==> config.mk <==
export PLATFORM = sky130hd
export DESIGN_NAME = lowpower_pin_ctl
export DESIGN_NICKNAME = d
export VERILOG_FILES = /design/src/lp_ctl_pkg.sv /design/src/irq_sense.sv /design/src/restart_counter.sv /design/src/lowpower_pin_ctl.sv
export VERILOG_INCLUDE_DIRS = /design/src
export SDC_FILE = /design/constraint.sdc
export NUM_CORES = 1
export LEC_CHECK = 0
export BUFFER_PORTS_ARGS = -buffer_cell sky130_fd_sc_hd__buf_2
export CAP_MARGIN = 20
export CORE_ASPECT_RATIO = 0.5
export CORE_MARGIN = 3
export CORE_UTILIZATION = 54
export DETAILED_ROUTE_END_ITERATION = 8
export PLACE_DENSITY_LB_ADDON = 0.15
export REMOVE_ABC_BUFFERS = 1
export SLEW_MARGIN = 20
export SYNTH_ARGS = -nofsm -noshare
export SYNTH_HDL_FRONTEND = slang
export SYNTH_SLANG_ARGS = --single-unit
==> constraint.sdc <==
create_clock -name mclk -period 2.1 [get_ports mclk]
set_input_delay 0.105 -clock mclk [delete_from_list [all_inputs] [get_ports mclk]]
set_output_delay 0.105 -clock mclk [all_outputs]
set_load 0.02 [all_outputs]
==> src/lp_ctl_cfg.svh <==
`ifndef LP_CTL_CFG_SVH
`define LP_CTL_CFG_SVH

// register offsets on the plain register port
`define ADDR_OPT 5'h00
`define ADDR_PA_DATA 5'h01
`define ADDR_PA_DIR 5'h02
`define ADDR_PB_DATA 5'h03
`define ADDR_PB_DIR 5'h04
`define ADDR_PC_DATA 5'h05
`define ADDR_PC_DIR 5'h06
`define ADDR_PC_CFG 5'h07
`define ADDR_PD_DATA 5'h08
`define ADDR_PD_CFG 5'h09
`define ADDR_PG_IN 5'h0a
`define ADDR_KBD_EN 5'h0b
`define ADDR_KBD_FLAG 5'h0c
`define ADDR_PWR_STAT 5'h0d

// option register fields
`define OPT_IRQ_SENSE 0
`define OPT_LVI_HW 1
`define OPT_LVI_EN 2
`define OPT_MASK 8'h07

// keyboard-port configuration fields
`define PC_CFG_TIMER_CAPTURE_INPUT 0
`define PC_CFG_TIMER_COMPARE_OUTPUT 1
`define PC_CFG_MASK 8'h03
`define PC_CAP_LINE 0
`define PC_CMP_LINE 1

// reset values
`define RST_BYTE 8'h00
`define RST_BUS 1'b0
`define RST_PULL 8'hff
`define RST_PIN_IDLE 1'b1

// restart delay after deep sleep, in clock cycles
`define RESTART_CYCLES 4064
`define RESTART_W 12
`define RESTART_LAST 12'hfdf

`endif

==> src/lp_ctl_pkg.sv <==
package lp_ctl_pkg;

  typedef enum logic [2:0] {
    PWR_RUN,
    PWR_IDLE,
    PWR_SLEEP,
    PWR_RESTART,
    PWR_SERVICE
  } pwr_state_t;

  // per-port pin drive: level and output enable for each of eight lines
  typedef struct packed {
    logic [7:0] out;
    logic [7:0] oe;
  } port_drive_t;

  // wake sources, already qualified by their enables
  typedef struct packed {
    logic extIrq;
    logic kbd;
    logic lowVolt;
    logic coreTimer;
    logic timer16;
  } wake_src_t;

endpackage

==> src/irq_sense.sv <==
`timescale 1ns/10ps
`include "lp_ctl_cfg.svh"

module irq_sense (
  input wire logic mclk, // system clock
  input wire logic nrst, // synchronous reset, active low
  input wire logic pinN, // external interrupt pin, active low
  input wire logic levelMode, // 1: edge and low level, 0: falling edge only
  input wire logic ack, // core has taken the interrupt
  output logic req // pending external interrupt
);

  logic pinPrev_r;
  logic edgeLatch_r;
  logic fallEdge;

  assign fallEdge = pinPrev_r & ~pinN;

  always_ff @(posedge mclk) begin
    if (!nrst) begin
      pinPrev_r <= `RST_PIN_IDLE;
    end else begin
      pinPrev_r <= pinN;
    end
  end

  // a new edge in the ack cycle is kept
  always_ff @(posedge mclk) begin
    if (!nrst) begin
      edgeLatch_r <= `RST_BUS;
    end else if (fallEdge) begin
      edgeLatch_r <= 1'b1;
    end else if (ack) begin
      edgeLatch_r <= 1'b0;
    end
  end

  // in level mode a held-low pin keeps requesting after the ack
  assign req = edgeLatch_r | (levelMode & ~pinN);

endmodule // irq_sense

==> src/restart_counter.sv <==
`timescale 1ns/10ps
`include "lp_ctl_cfg.svh"

module restart_counter (
  input wire logic mclk, // system clock
  input wire logic nrst, // synchronous reset, active low
  input wire logic start, // begin the restart delay
  output logic busy, // delay running
  output logic done // one-cycle pulse in the last delay cycle
);

  logic [`RESTART_W-1:0] count_r;
  logic busy_r;

  always_ff @(posedge mclk) begin
    if (!nrst) begin
      busy_r <= 1'b0;
      count_r <= '0;
    end else if (start) begin
      busy_r <= 1'b1;
      count_r <= '0;
    end else if (busy_r) begin
      count_r <= count_r + 1'b1;
      if (count_r == `RESTART_LAST) begin
        busy_r <= 1'b0;
      end
    end
  end

  assign busy = busy_r;
  assign done = busy_r & (count_r == `RESTART_LAST);

endmodule // restart_counter

==> src/lowpower_pin_ctl.sv <==
// Implementation choices: the register addresses and the address-and-strobe port.
`timescale 1ns/10ps
`include "lp_ctl_cfg.svh"


module lowpower_pin_ctl (
  input wire logic mclk, // system clock, 200 MHz
  input wire logic nrst, // synchronous reset, active low
  input wire logic [4:0] addr, // register address
  input wire logic [7:0] wrData, // register write data
  input wire logic wrStb, // register write strobe
  input wire logic rdStb, // register read strobe
  output logic [7:0] rdData, // read data, cycle after rdStb
  input wire logic irqPinN, // external interrupt pin, active low
  input wire logic supplyDropIndicatorN, // supply-drop indicator pin, active low
  input wire logic irqAck, // core took the external interrupt
  input wire logic stopExec, // core executes the deep-sleep instruction
  input wire logic waitExec, // core executes the idle instruction
  input wire logic stopOptDis, // manufacturing option: deep sleep disabled
  input wire logic coreTimerIrq, // enabled core timer interrupt
  input wire logic timer16Irq, // enabled 16-bit timer interrupt
  input wire logic timerCompareOutput, // compare level from the timer
  output logic busClk, // oscillator divided by two
  output logic oscRun, // oscillator running
  output logic cpuHalt, // processor activity stopped
  output logic timersRun, // core timer, 16-bit timer and converter clocked
  output logic watchdogRun, // watchdog clocked
  output logic clearIMask, // pulse: clear interrupt mask bit in condition_code_reg
  output logic wakeService, // pulse: service the waking interrupt now
  output logic irqReq, // external interrupt request
  output logic lviIrq, // supply-drop hardware interrupt request
  output logic lviSoftReq, // supply-drop software routine request
  output logic kbdIrq, // keyboard interrupt request
  output logic timerCaptureInput, // capture input to the timer
  input wire logic [7:0] pullupPortIn, // pull-up port pin levels
  output lp_ctl_pkg::port_drive_t pullupPortDrv, // pull-up port pin drive
  input wire logic [7:0] pulldownPortIn, // pull-down port pin levels
  output lp_ctl_pkg::port_drive_t pulldownPortDrv, // pull-down port pin drive
  input wire logic [7:0] keyboardPortIn, // keyboard port pin levels
  output lp_ctl_pkg::port_drive_t keyboardPortDrv, // keyboard port pin drive
  output logic [7:0] keyboardPullEn, // keyboard port pull-up enables
  input wire logic [7:0] fourthPortIn, // fourth port pin levels
  output lp_ctl_pkg::port_drive_t fourthPortDrv, // fourth port pin drive
  output logic [7:0] fourthPullEn, // fourth port pull-up enables
  input wire logic [3:0] inputOnlyPortIn, // input-only port pin levels
  output logic [3:0] converterChannelInputs // converter channels 0 to 3
);

  lp_ctl_pkg::pwr_state_t state_r;
  lp_ctl_pkg::pwr_state_t state_nxt;
  lp_ctl_pkg::wake_src_t wake;

  logic [7:0] opt_r;
  logic [7:0] paData_r;
  logic [7:0] paDir_r;
  logic [7:0] pbData_r;
  logic [7:0] pbDir_r;
  logic [7:0] pcData_r;
  logic [7:0] pcDir_r;
  logic [7:0] pcCfg_r;
  logic [7:0] pdData_r;
  logic [7:0] pdCfg_r;
  logic [7:0] kbdEn_r;
  logic [7:0] kbdFlag_r;
  logic [7:0] kbdPrev_r;
  logic [7:0] kbdSet;
  logic [7:0] kbdEligible;
  logic [7:0] rdData_r;
  logic busClk_r;
  logic restartBusy;
  logic restartDone;
  logic restartStart;
  logic lviLow;
  logic stopWake;
  logic idleWake;

  // register writes; reset returns every port to plain inputs
  always_ff @(posedge mclk) begin
    if (!nrst) begin
      opt_r <= `RST_BYTE;
      paData_r <= `RST_BYTE;
      paDir_r <= `RST_BYTE;
      pbData_r <= `RST_BYTE;
      pbDir_r <= `RST_BYTE;
      pcData_r <= `RST_BYTE;
      pcDir_r <= `RST_BYTE;
      pcCfg_r <= `RST_BYTE;
      pdData_r <= `RST_BYTE;
      pdCfg_r <= `RST_BYTE;
      kbdEn_r <= `RST_BYTE;
    end else if (wrStb) begin
      unique case (addr)
        `ADDR_OPT: opt_r <= wrData & `OPT_MASK;
        `ADDR_PA_DATA: paData_r <= wrData;
        `ADDR_PA_DIR: paDir_r <= wrData;
        `ADDR_PB_DATA: pbData_r <= wrData;
        `ADDR_PB_DIR: pbDir_r <= wrData;
        `ADDR_PC_DATA: pcData_r <= wrData;
        `ADDR_PC_DIR: pcDir_r <= wrData;
        `ADDR_PC_CFG: pcCfg_r <= wrData & `PC_CFG_MASK;
        `ADDR_PD_DATA: pdData_r <= wrData;
        `ADDR_PD_CFG: pdCfg_r <= wrData;
        `ADDR_KBD_EN: kbdEn_r <= wrData;
        default: ;
      endcase
    end
  end

  // read data stand only in the cycle after the strobe; unmapped reads give zero
  always_ff @(posedge mclk) begin
    if (!nrst) begin
      rdData_r <= `RST_BYTE;
    end else if (rdStb) begin
      unique case (addr)
        `ADDR_OPT: rdData_r <= opt_r;
        `ADDR_PA_DATA: rdData_r <= (paData_r & paDir_r) | (pullupPortIn & ~paDir_r);
        `ADDR_PA_DIR: rdData_r <= paDir_r;
        `ADDR_PB_DATA: rdData_r <= (pbData_r & pbDir_r) | (pulldownPortIn & ~pbDir_r);
        `ADDR_PB_DIR: rdData_r <= pbDir_r;
        `ADDR_PC_DATA: rdData_r <= keyboardPortIn;
        `ADDR_PC_DIR: rdData_r <= pcDir_r;
        `ADDR_PC_CFG: rdData_r <= pcCfg_r;
        `ADDR_PD_DATA: rdData_r <= fourthPortIn;
        `ADDR_PD_CFG: rdData_r <= pdCfg_r;
        `ADDR_PG_IN: rdData_r <= {4'h0, inputOnlyPortIn};
        `ADDR_KBD_EN: rdData_r <= kbdEn_r;
        `ADDR_KBD_FLAG: rdData_r <= kbdFlag_r;
        `ADDR_PWR_STAT: rdData_r <= {5'h00, state_r};
        default: rdData_r <= `RST_BYTE;
      endcase
    end else begin
      rdData_r <= `RST_BYTE;
    end
  end

  assign rdData = rdData_r;

  // bus clock divider; it halts with the oscillator in deep sleep
  always_ff @(posedge mclk) begin
    if (!nrst) begin
      busClk_r <= `RST_BUS;
    end else if (state_r != lp_ctl_pkg::PWR_SLEEP) begin
      busClk_r <= ~busClk_r;
    end
  end

  assign busClk = busClk_r;

  // external interrupt sensing
  irq_sense u_irq_sense (
    .mclk(mclk),
    .nrst(nrst),
    .pinN(irqPinN),
    .levelMode(opt_r[`OPT_IRQ_SENSE]),
    .ack(irqAck),
    .req(irqReq)
  );

  // supply drop: enabled, it goes to the interrupt or to the software routine
  assign lviLow = ~supplyDropIndicatorN & opt_r[`OPT_LVI_EN];
  assign lviIrq = lviLow & opt_r[`OPT_LVI_HW];
  assign lviSoftReq = lviLow & ~opt_r[`OPT_LVI_HW];

  // a line used by the timer never feeds the keyboard logic
  always_comb begin
    kbdEligible = ~pcDir_r & kbdEn_r;
    if (pcCfg_r[`PC_CFG_TIMER_CAPTURE_INPUT]) begin
      kbdEligible[`PC_CAP_LINE] = 1'b0;
    end
    if (pcCfg_r[`PC_CFG_TIMER_COMPARE_OUTPUT]) begin
      kbdEligible[`PC_CMP_LINE] = 1'b0;
    end
  end

  always_ff @(posedge mclk) begin
    if (!nrst) begin
      kbdPrev_r <= `RST_PULL;
    end else begin
      kbdPrev_r <= keyboardPortIn;
    end
  end

  // sticky per-line flags, write one to clear; a fresh edge beats the clear
  genvar i;
  generate
    for (i = 0; i < 8; i++) begin : g_kbd
      assign kbdSet[i] = kbdEligible[i] & kbdPrev_r[i] & ~keyboardPortIn[i];
      always_ff @(posedge mclk) begin
        if (!nrst) begin
          kbdFlag_r[i] <= `RST_BUS;
        end else if (kbdSet[i]) begin
          kbdFlag_r[i] <= 1'b1;
        end else if (wrStb && addr == `ADDR_KBD_FLAG && wrData[i]) begin
          kbdFlag_r[i] <= 1'b0;
        end
      end
    end
  endgenerate

  assign kbdIrq = |kbdFlag_r;

  // timer sharing of the keyboard port
  assign timerCaptureInput = keyboardPortIn[`PC_CAP_LINE];

  // pin drivers are registered so that pins never glitch on decode
  always_ff @(posedge mclk) begin
    if (!nrst) begin
      pullupPortDrv <= '0;
    end else begin
      pullupPortDrv.out <= paData_r;
      pullupPortDrv.oe <= paDir_r;
    end
  end

  always_ff @(posedge mclk) begin
    if (!nrst) begin
      pulldownPortDrv <= '0;
    end else begin
      pulldownPortDrv.out <= pbData_r;
      pulldownPortDrv.oe <= pbDir_r;
    end
  end

  // open drain: a line set as output only ever pulls low
  always_ff @(posedge mclk) begin
    if (!nrst) begin
      keyboardPortDrv <= '0;
      keyboardPullEn <= `RST_PULL;
    end else begin
      keyboardPortDrv.out <= '0;
      keyboardPortDrv.oe <= pcDir_r & ~pcData_r;
      keyboardPullEn <= ~pcDir_r;
      if (pcCfg_r[`PC_CFG_TIMER_COMPARE_OUTPUT]) begin
        keyboardPortDrv.oe[`PC_CMP_LINE] <= ~timerCompareOutput;
        keyboardPullEn[`PC_CMP_LINE] <= 1'b1;
      end
    end
  end

  always_ff @(posedge mclk) begin
    if (!nrst) begin
      fourthPortDrv <= '0;
      fourthPullEn <= `RST_PULL;
    end else begin
      fourthPortDrv.out <= '0;
      fourthPortDrv.oe <= pdCfg_r & ~pdData_r;
      fourthPullEn <= ~pdCfg_r;
    end
  end

  assign converterChannelInputs = inputOnlyPortIn;

  // wake sources
  assign wake.extIrq = irqReq;
  assign wake.kbd = kbdIrq;
  assign wake.lowVolt = lviIrq;
  assign wake.coreTimer = coreTimerIrq;
  assign wake.timer16 = timer16Irq;

  assign stopWake = wake.extIrq | wake.kbd | wake.lowVolt;
  assign idleWake = stopWake | wake.coreTimer | wake.timer16;

  // power sequencing
  always_comb begin
    state_nxt = state_r;
    unique case (state_r)
      lp_ctl_pkg::PWR_RUN: begin
        if (stopExec && !stopOptDis) begin
          state_nxt = lp_ctl_pkg::PWR_SLEEP;
        end else if (waitExec) begin
          state_nxt = lp_ctl_pkg::PWR_IDLE;
        end
      end
      lp_ctl_pkg::PWR_SLEEP: begin
        if (stopWake) begin
          state_nxt = lp_ctl_pkg::PWR_RESTART;
        end
      end
      lp_ctl_pkg::PWR_RESTART: begin
        if (restartDone) begin
          state_nxt = lp_ctl_pkg::PWR_SERVICE;
        end
      end
      lp_ctl_pkg::PWR_IDLE: begin
        if (idleWake) begin
          state_nxt = lp_ctl_pkg::PWR_SERVICE;
        end
      end
      lp_ctl_pkg::PWR_SERVICE: begin
        state_nxt = lp_ctl_pkg::PWR_RUN;
      end
      default: state_nxt = lp_ctl_pkg::PWR_RUN;
    endcase
  end

  always_ff @(posedge mclk) begin
    if (!nrst) begin
      state_r <= lp_ctl_pkg::PWR_RUN;
    end else begin
      state_r <= state_nxt;
    end
  end

  assign restartStart = (state_r == lp_ctl_pkg::PWR_SLEEP) && stopWake;

  restart_counter u_restart (
    .mclk(mclk),
    .nrst(nrst),
    .start(restartStart),
    .busy(restartBusy),
    .done(restartDone)
  );

  // mask clear pulses once on entry; registers and pins are left alone
  always_ff @(posedge mclk) begin
    if (!nrst) begin
      clearIMask <= `RST_BUS;
    end else begin
      clearIMask <= (state_r == lp_ctl_pkg::PWR_RUN)
                    && ((stopExec && !stopOptDis) || waitExec);
    end
  end

  // the core vectors to the pending interrupt before its next instruction
  assign wakeService = (state_r == lp_ctl_pkg::PWR_SERVICE);

  // deep sleep stops the oscillator-fed logic; restart stops only the processor and timers
  assign oscRun = (state_r != lp_ctl_pkg::PWR_SLEEP);
  assign cpuHalt = (state_r == lp_ctl_pkg::PWR_SLEEP) || (state_r == lp_ctl_pkg::PWR_IDLE)
                   || restartBusy;
  assign timersRun = (state_r != lp_ctl_pkg::PWR_SLEEP) && !restartBusy;
  assign watchdogRun = (state_r != lp_ctl_pkg::PWR_SLEEP);

endmodule // lowpower_pin_ctl

# Yosys cells after proc, flatten, opt, wreduce, memory -nomap -nowiden

Cells that the tools add are included.

Eq/ne operators: 23
Bitwise gates (word level): 56
Multiplexer cells: 31
$add $sub $neg: 1
Reductions and logical operators: 45

Operators by type and width:

| cell                  | number |
|---|---|
| $pmux 8 s14           | 1 |
| $and 8x8->8           | 7 |
| $not 8->8             | 6 |
| $eq 5x4->1 const B    | 6 |
| $mux 1                | 24 |
| $reduce_and 2->1      | 12 |
| $and 1x1->1           | 22 |
| $eq 5x3->1 const B    | 4 |
| $reduce_bool 2->1     | 9 |
| $or 8x8->8            | 2 |
| $mux 3                | 5 |
| $not 1->1             | 14 |
| $logic_and 1x1->1     | 13 |
| $add 12x1->12 const B | 1 |
| $eq 12x12->1 const B  | 1 |
| $pmux 3 s4            | 1 |
| $eq 5x2->1 const B    | 2 |
| $reduce_or 8->1       | 1 |
| $eq 3x2->1 const B    | 2 |
| $ne 2x2->1 const B    | 3 |
| $eq 5x1->1 const B    | 1 |
| $logic_not 5->1       | 1 |
| $or 1x1->1            | 5 |
| $reduce_and 4->1      | 1 |
| other kinds (8)       | 12 |

Register bits after elaboration: 201
Output and inout bits: 104
Word-level logic and storage cells: 195

# Longest topological paths before layout

Depth in word-level cells: 9
Gate-level depth with buffers: 8

# Cells and area by module

From an unflattened synthesis, not the netlist that was laid out.

Cell total of the unflattened synthesis: 802
Area, all modules: 7,596.0 um^2

By module, submodules not included:

| module           | cells each | times used | area each (um^2) |
|---|---|---|---|
| lowpower_pin_ctl | 729        | 1          | 6,904.1 |
| restart_counter  | 65         | 1          | 605.6 |
| irq_sense        | 8          | 1          | 86.3 |

# Worst setup path before layout

OpenSTA, ideal clock, no wires.

Path kind: register to register
Start point: register state_r[0]
End point: register u_restart.count_r[0]
Stages on the path, launching flop included: 8
Arrival: 1,436 ps
Clock period less this slack: 1,553 ps
Setup slack: 547 ps
Data required time: 1,983 ps
Cells stage by stage: dfxtp_1 -> clkbuf_1 -> nor2_1 -> nand2_1 -> o21bai_1 -> nand2_1 -> buf_2 -> nor2_1

Word-level cells in the longest chain between the ends: 3

Ends and longest elaborated chain:

| what                      | RTL line                | source |
|---|---|---|
| start, declared           | lowpower_pin_ctl.sv:49  | `lp_ctl_pkg::pwr_state_t state_r;` |
| start signal, assigned    | lowpower_pin_ctl.sv:298 | `state_r <= lp_ctl_pkg::PWR_RUN;` |
| start signal, assigned    | lowpower_pin_ctl.sv:300 | `state_r <= state_nxt;` |
| $eq 3x2->1                | lowpower_pin_ctl.sv:304 | `assign restartStart = (state_r == lp_ctl_pkg::PWR_SLEEP) && stopWake;` |
| $logic_and 1x1->1         | lowpower_pin_ctl.sv:304 |  |
| $reduce_or 2->1 (no line) | -                       |  |
| end signal, assigned      | restart_counter.sv:23   | `count_r <= count_r + 1'b1;` |
| end, declared             | restart_counter.sv:12   | `` logic [`RESTART_W-1:0] count_r; `` |

Every way passes these cells.
A chain may end at the register's enable or synchronous reset.

# Worst setup path after layout

Start point: register kbdFlag_r[7]
End point: register u_restart.count_r[5]

Word-level cells in the longest chain between the ends: 5

Ends and longest elaborated chain:

| what                            | RTL line                | source |
|---|---|---|
| start, declared                 | lowpower_pin_ctl.sv:64  | `logic [7:0] kbdFlag_r;` |
| start signal, assigned by index | lowpower_pin_ctl.sv:190 | `` kbdFlag_r[i] <= `RST_BUS; `` |
| $reduce_or 8->1                 | lowpower_pin_ctl.sv:200 | `assign kbdIrq = \|kbdFlag_r;` |
| $or 1x1->1 (2 in a row)         | lowpower_pin_ctl.sv:260 | `assign stopWake = wake.extIrq \| wake.kbd \| wake.lowVolt;` |
| $logic_and 1x1->1               | lowpower_pin_ctl.sv:304 |  |
| $reduce_or 2->1 (no line)       | -                       |  |

Every way passes these cells.

==> parameters.txt <==
Parameter                              Value

Setup path
  Arrival time of the worst setup path ... 2.08 ns
  Depth of the worst register-to-register path ... 5
  Capture point of the worst reg-to-reg path ... u_restart.count_r[5]
  CP required ... 2.46 ns
  Kind of end point of the critical path ... flop
  Critical path start-end classification ... flop to flop
  Startpoint type of the worst setup path ... flop
  Top fanout value on the critical path ... 12
  Source of the worst register-to-register timing path ... kbdFlag_r[7]
  Reg2reg setup slack ... 0.37 ns

Place
  DP Area ... 0.00828 mm²
  Input/output buffers ... 149
  Weighted congestion reported at the end of routability-driven placement ... 0.925
  Pre-CTS setup slack ... 0.271 ns
  HPWL after detailed placement ... 14700 µm

Timing
  Maximum clock skew at final layout ... 0.0111 ns
  Max transition margin ... 0.603
  Smallest setup slack after layout ... 0.374 ns
  Period minus WS final ... 1.73 ns
  Aggregate negative setup slack ... 0 ns
  Final Hold Viols ... 0
  Worst Hold Margin ... 0.0190 ns
  Final Setup Violations ... 0
  Pins Over Slew Limit ... 0
  Transition time at the pin with the least slew margin ... 0.593 ns
  Max Fclk ... 580 MHz
  Setup repair after global routing missed its margin ... false
  Share of the clock period used by the worst path ... 0.822

Global routing
  Vias in the first global route ... 5916
  GRT overflow ... 0
  First-pass GRT wire length ... 32100 µm
  Initial antenna violation count ... 1
  Maximum number of pins on one net before global-route repair ... 76
  Overall track demand over capacity in global routing ... 0.267

Min path
  Hold WC Path Type ... input pin to flop
  Count of cells along the worst hold path ... 3
  Source of the worst hold timing path ... fourthPortIn[0]
  WHS Endpoint ... rdData[0]

Yosys
  Ys async rst share ... 0
  Total of warnings raised by yosys ... 0
  Number of instances in the synthesized netlist ... 797
  Post-synthesis sequential element count ... 185
  Top cell type by total area after synthesis ... sky130_fd_sc_hd__dfxtp_1
  Sequential area share after synthesis ... 0.495
  Commonest register cell after synthesis ... sky130_fd_sc_hd__dfxtp_1
  Synthesized area per cell ... 9.39 µm²
  Number of flops mapped to enable cells by yosys ... 0
  Cells taking the most area after synthesis ... sky130_fd_sc_hd__dfxtp_1 (49%), sky130_fd_sc_hd__a21boi_0 (6.0%), sky130_fd_sc_hd__mux2i_1 (5.2%)
  Number of unique standard cell types used by synthesis ... 63
  Yosys top cell area share ... 0.495
  Synthesized area ... 0.00749 mm²

Clocking
  Number of post-CTS setup repair buffers ... 0
  Root buffer cell ... sky130_fd_sc_hd__clkbuf_16
  Clock tree from TritonCTS ... built
  Clock slew at reported path FFs ... 0.07 ns
  # clock sinks ... 185
  CTS buffer count ... 17
  H-tree depth ... 4
  Clk Latency, worst-skew pair ... 0.43 ns
  Max Buffers Root-to-Sink ... 2

Die
  FP Rows ... 29
  Die W ... 173 µm
  Ports placed on the boundary ... 166
  Area enclosed by the die boundary ... 0.0154 mm²
  Initial cell density of the core ... 0.572
  Height of the chip ... 89.3 µm
  Core footprint ... 0.0131 mm²

Routing
  Initial DRC count ... 539
  Routed wire per std cell ... 18.2 µm
  DR vias ... 6322
  Count of nets left with antenna violations after detail routing ... 0
  Drt via density ... 5.57
  DR DRC count ... 0
  Total routed wirelength ... 20700 µm
  Number of search-and-repair iterations in the first detailed-routing pass ... 6

Layout
  Largest registers ranked by flip-flop count ... pulldownPortDrv (16), pullupPortDrv (16), u_restart.count_r (12)
  Final-layout fill cell count ... 1066
  Antenna diode count ... 0
  Leading cell type in the layout, fill and taps excluded ... sky130_fd_sc_hd__dfxtp_1
  Area delta synth->final ... 20.3%
  Design Area, Final ... 0.00901 mm²
  Fraction of the core area covered by cells at the end of the flow ... 0.688
  Commonest cells after routing, fill and taps aside ... sky130_fd_sc_hd__dfxtp_1 (185), sky130_fd_sc_hd__buf_2 (148), sky130_fd_sc_hd__nand2_1 (102)
  Layout cells sized above 1 ... 0.224
  Nets ... 998

Pwr
  Total power per unit cell area ... 842 mW/mm²
  Maximum vdd ir drop ... 0.524 mV
  Standby leakage power ... 0.00373 µW

Status
  Run status ... completed

Flow run
  Max-Cap Viols ... 0
==> cell families (layout without fill, tap and decap cells) <==
kind of cell / count (synthesis) / count (layout) / synth area share
and+or+nand+nor: 340 / 340 / 0.242
DFF: 185 / 185 / 0.495
buffers and inverters: 77 / 213 / 0.0543
muxes: 39 / 39 / 0.0521
AOI/OAI and AO/OA: 141 / 141 / 0.140
adders and majority gates: 1 / 1 / 0.00167
other: 1 / 16 / 0.000501
xor gates and xnor gates: 13 / 13 / 0.0152
==> layout make-up <==
type | count | area, µm² | area share
clock inverter | 15 | 191 | 0.0213
inverter | 5 | 18.8 | 0.00208
clock buffer | 17 | 425 | 0.0472
tap | 186 | 233 | 0.0258
multi-input combinational | 550 | 3430 | 0.381
timing repair buffer | 176 | 1000 | 0.111
sequential | 185 | 3700 | 0.411
==> synth_stat cells (8+ instances only) <==
library cell / instances
sky130_fd_sc_hd__dfxtp_1: 185
sky130_fd_sc_hd__nand2_1: 102
sky130_fd_sc_hd__a21boi_0: 60
sky130_fd_sc_hd__nand3_1: 52
sky130_fd_sc_hd__nor2_1: 44
sky130_fd_sc_hd__mux2i_1: 39
sky130_fd_sc_hd__and2_1: 36
sky130_fd_sc_hd__nor2b_1: 35
sky130_fd_sc_hd__clkbuf_1: 34
sky130_fd_sc_hd__buf_4: 26
sky130_fd_sc_hd__nand2b_1: 11
sky130_fd_sc_hd__a21oi_1: 10
sky130_fd_sc_hd__nor3b_1: 9
sky130_fd_sc_hd__o21a_1: 9
sky130_fd_sc_hd__a221oi_1: 8
sky130_fd_sc_hd__buf_2: 8
sky130_fd_sc_hd__xor2_1: 8
==> per-stage QoR <==
| step | cells | total power [µW] |
|---|---|---|
| 5_1_grt | 1134 | 7810 |
| 2_1_floorplan | 740 | 3970 |
| 6_report | 1134 | 7590 |
| 3_5_place_dp | 1091 | 4270 |
| 3_3_place_gp | 1091 | 4270 |
| 4_1_cts | 1134 | 7600 |
==> repair_timing <==
item | CTS | global route
hold buffers | 11 | 0
gates resized for setup | 0 | 0
endpoints found under the hold margin | 10 | 0
==> worst max-delay path: stages, from the launching register on <==
cell                       delay, ns
sky130_fd_sc_hd__dfxtp_1        0.33
sky130_fd_sc_hd__nor4_1         0.36
sky130_fd_sc_hd__nand2_1        0.24
sky130_fd_sc_hd__o21bai_1       0.23
sky130_fd_sc_hd__nand2_1        0.29
sky130_fd_sc_hd__nor2_1         0.20
==> metal layers <==
layer  GRT usage  part of all wire
met1       0.368              0.45
met3      0.0835              0.11
met4      0.0824             0.015
met5           0           0.00034
met2       0.405              0.42
==> worst max-delay path by stage <==
| stage | start | to | slack [ns] | depth (start not counted) |
|---|---|---|---|---|
| after CTS | state_r[0] | u_restart.count_r[5] | 0.42 | 5 |
| after global placement | addr[2] | rdData[7] | 0.34 | 6 |
| after floorplan | state_r[0] | u_restart.count_r[0] | 0.52 | 5 |
| after global routing | state_r[0] | u_restart.count_r[10] | 0.22 | 5 |
| final | kbdFlag_r[7] | u_restart.count_r[5] | 0.37 | 5 |
| after detailed placement | addr[2] | rdData[7] | 0.27 | 6 |
==> report_power, final <==
group	leakage, µW	switching [µW]	total, µW	internal [µW]
Clock	0.000296	1460	3360	1910
Combinational	0.00194	371	601	230
Sequential	0.00150	64.5	3620	3560
No activity file was read; power rests on OpenSTA's default activity.
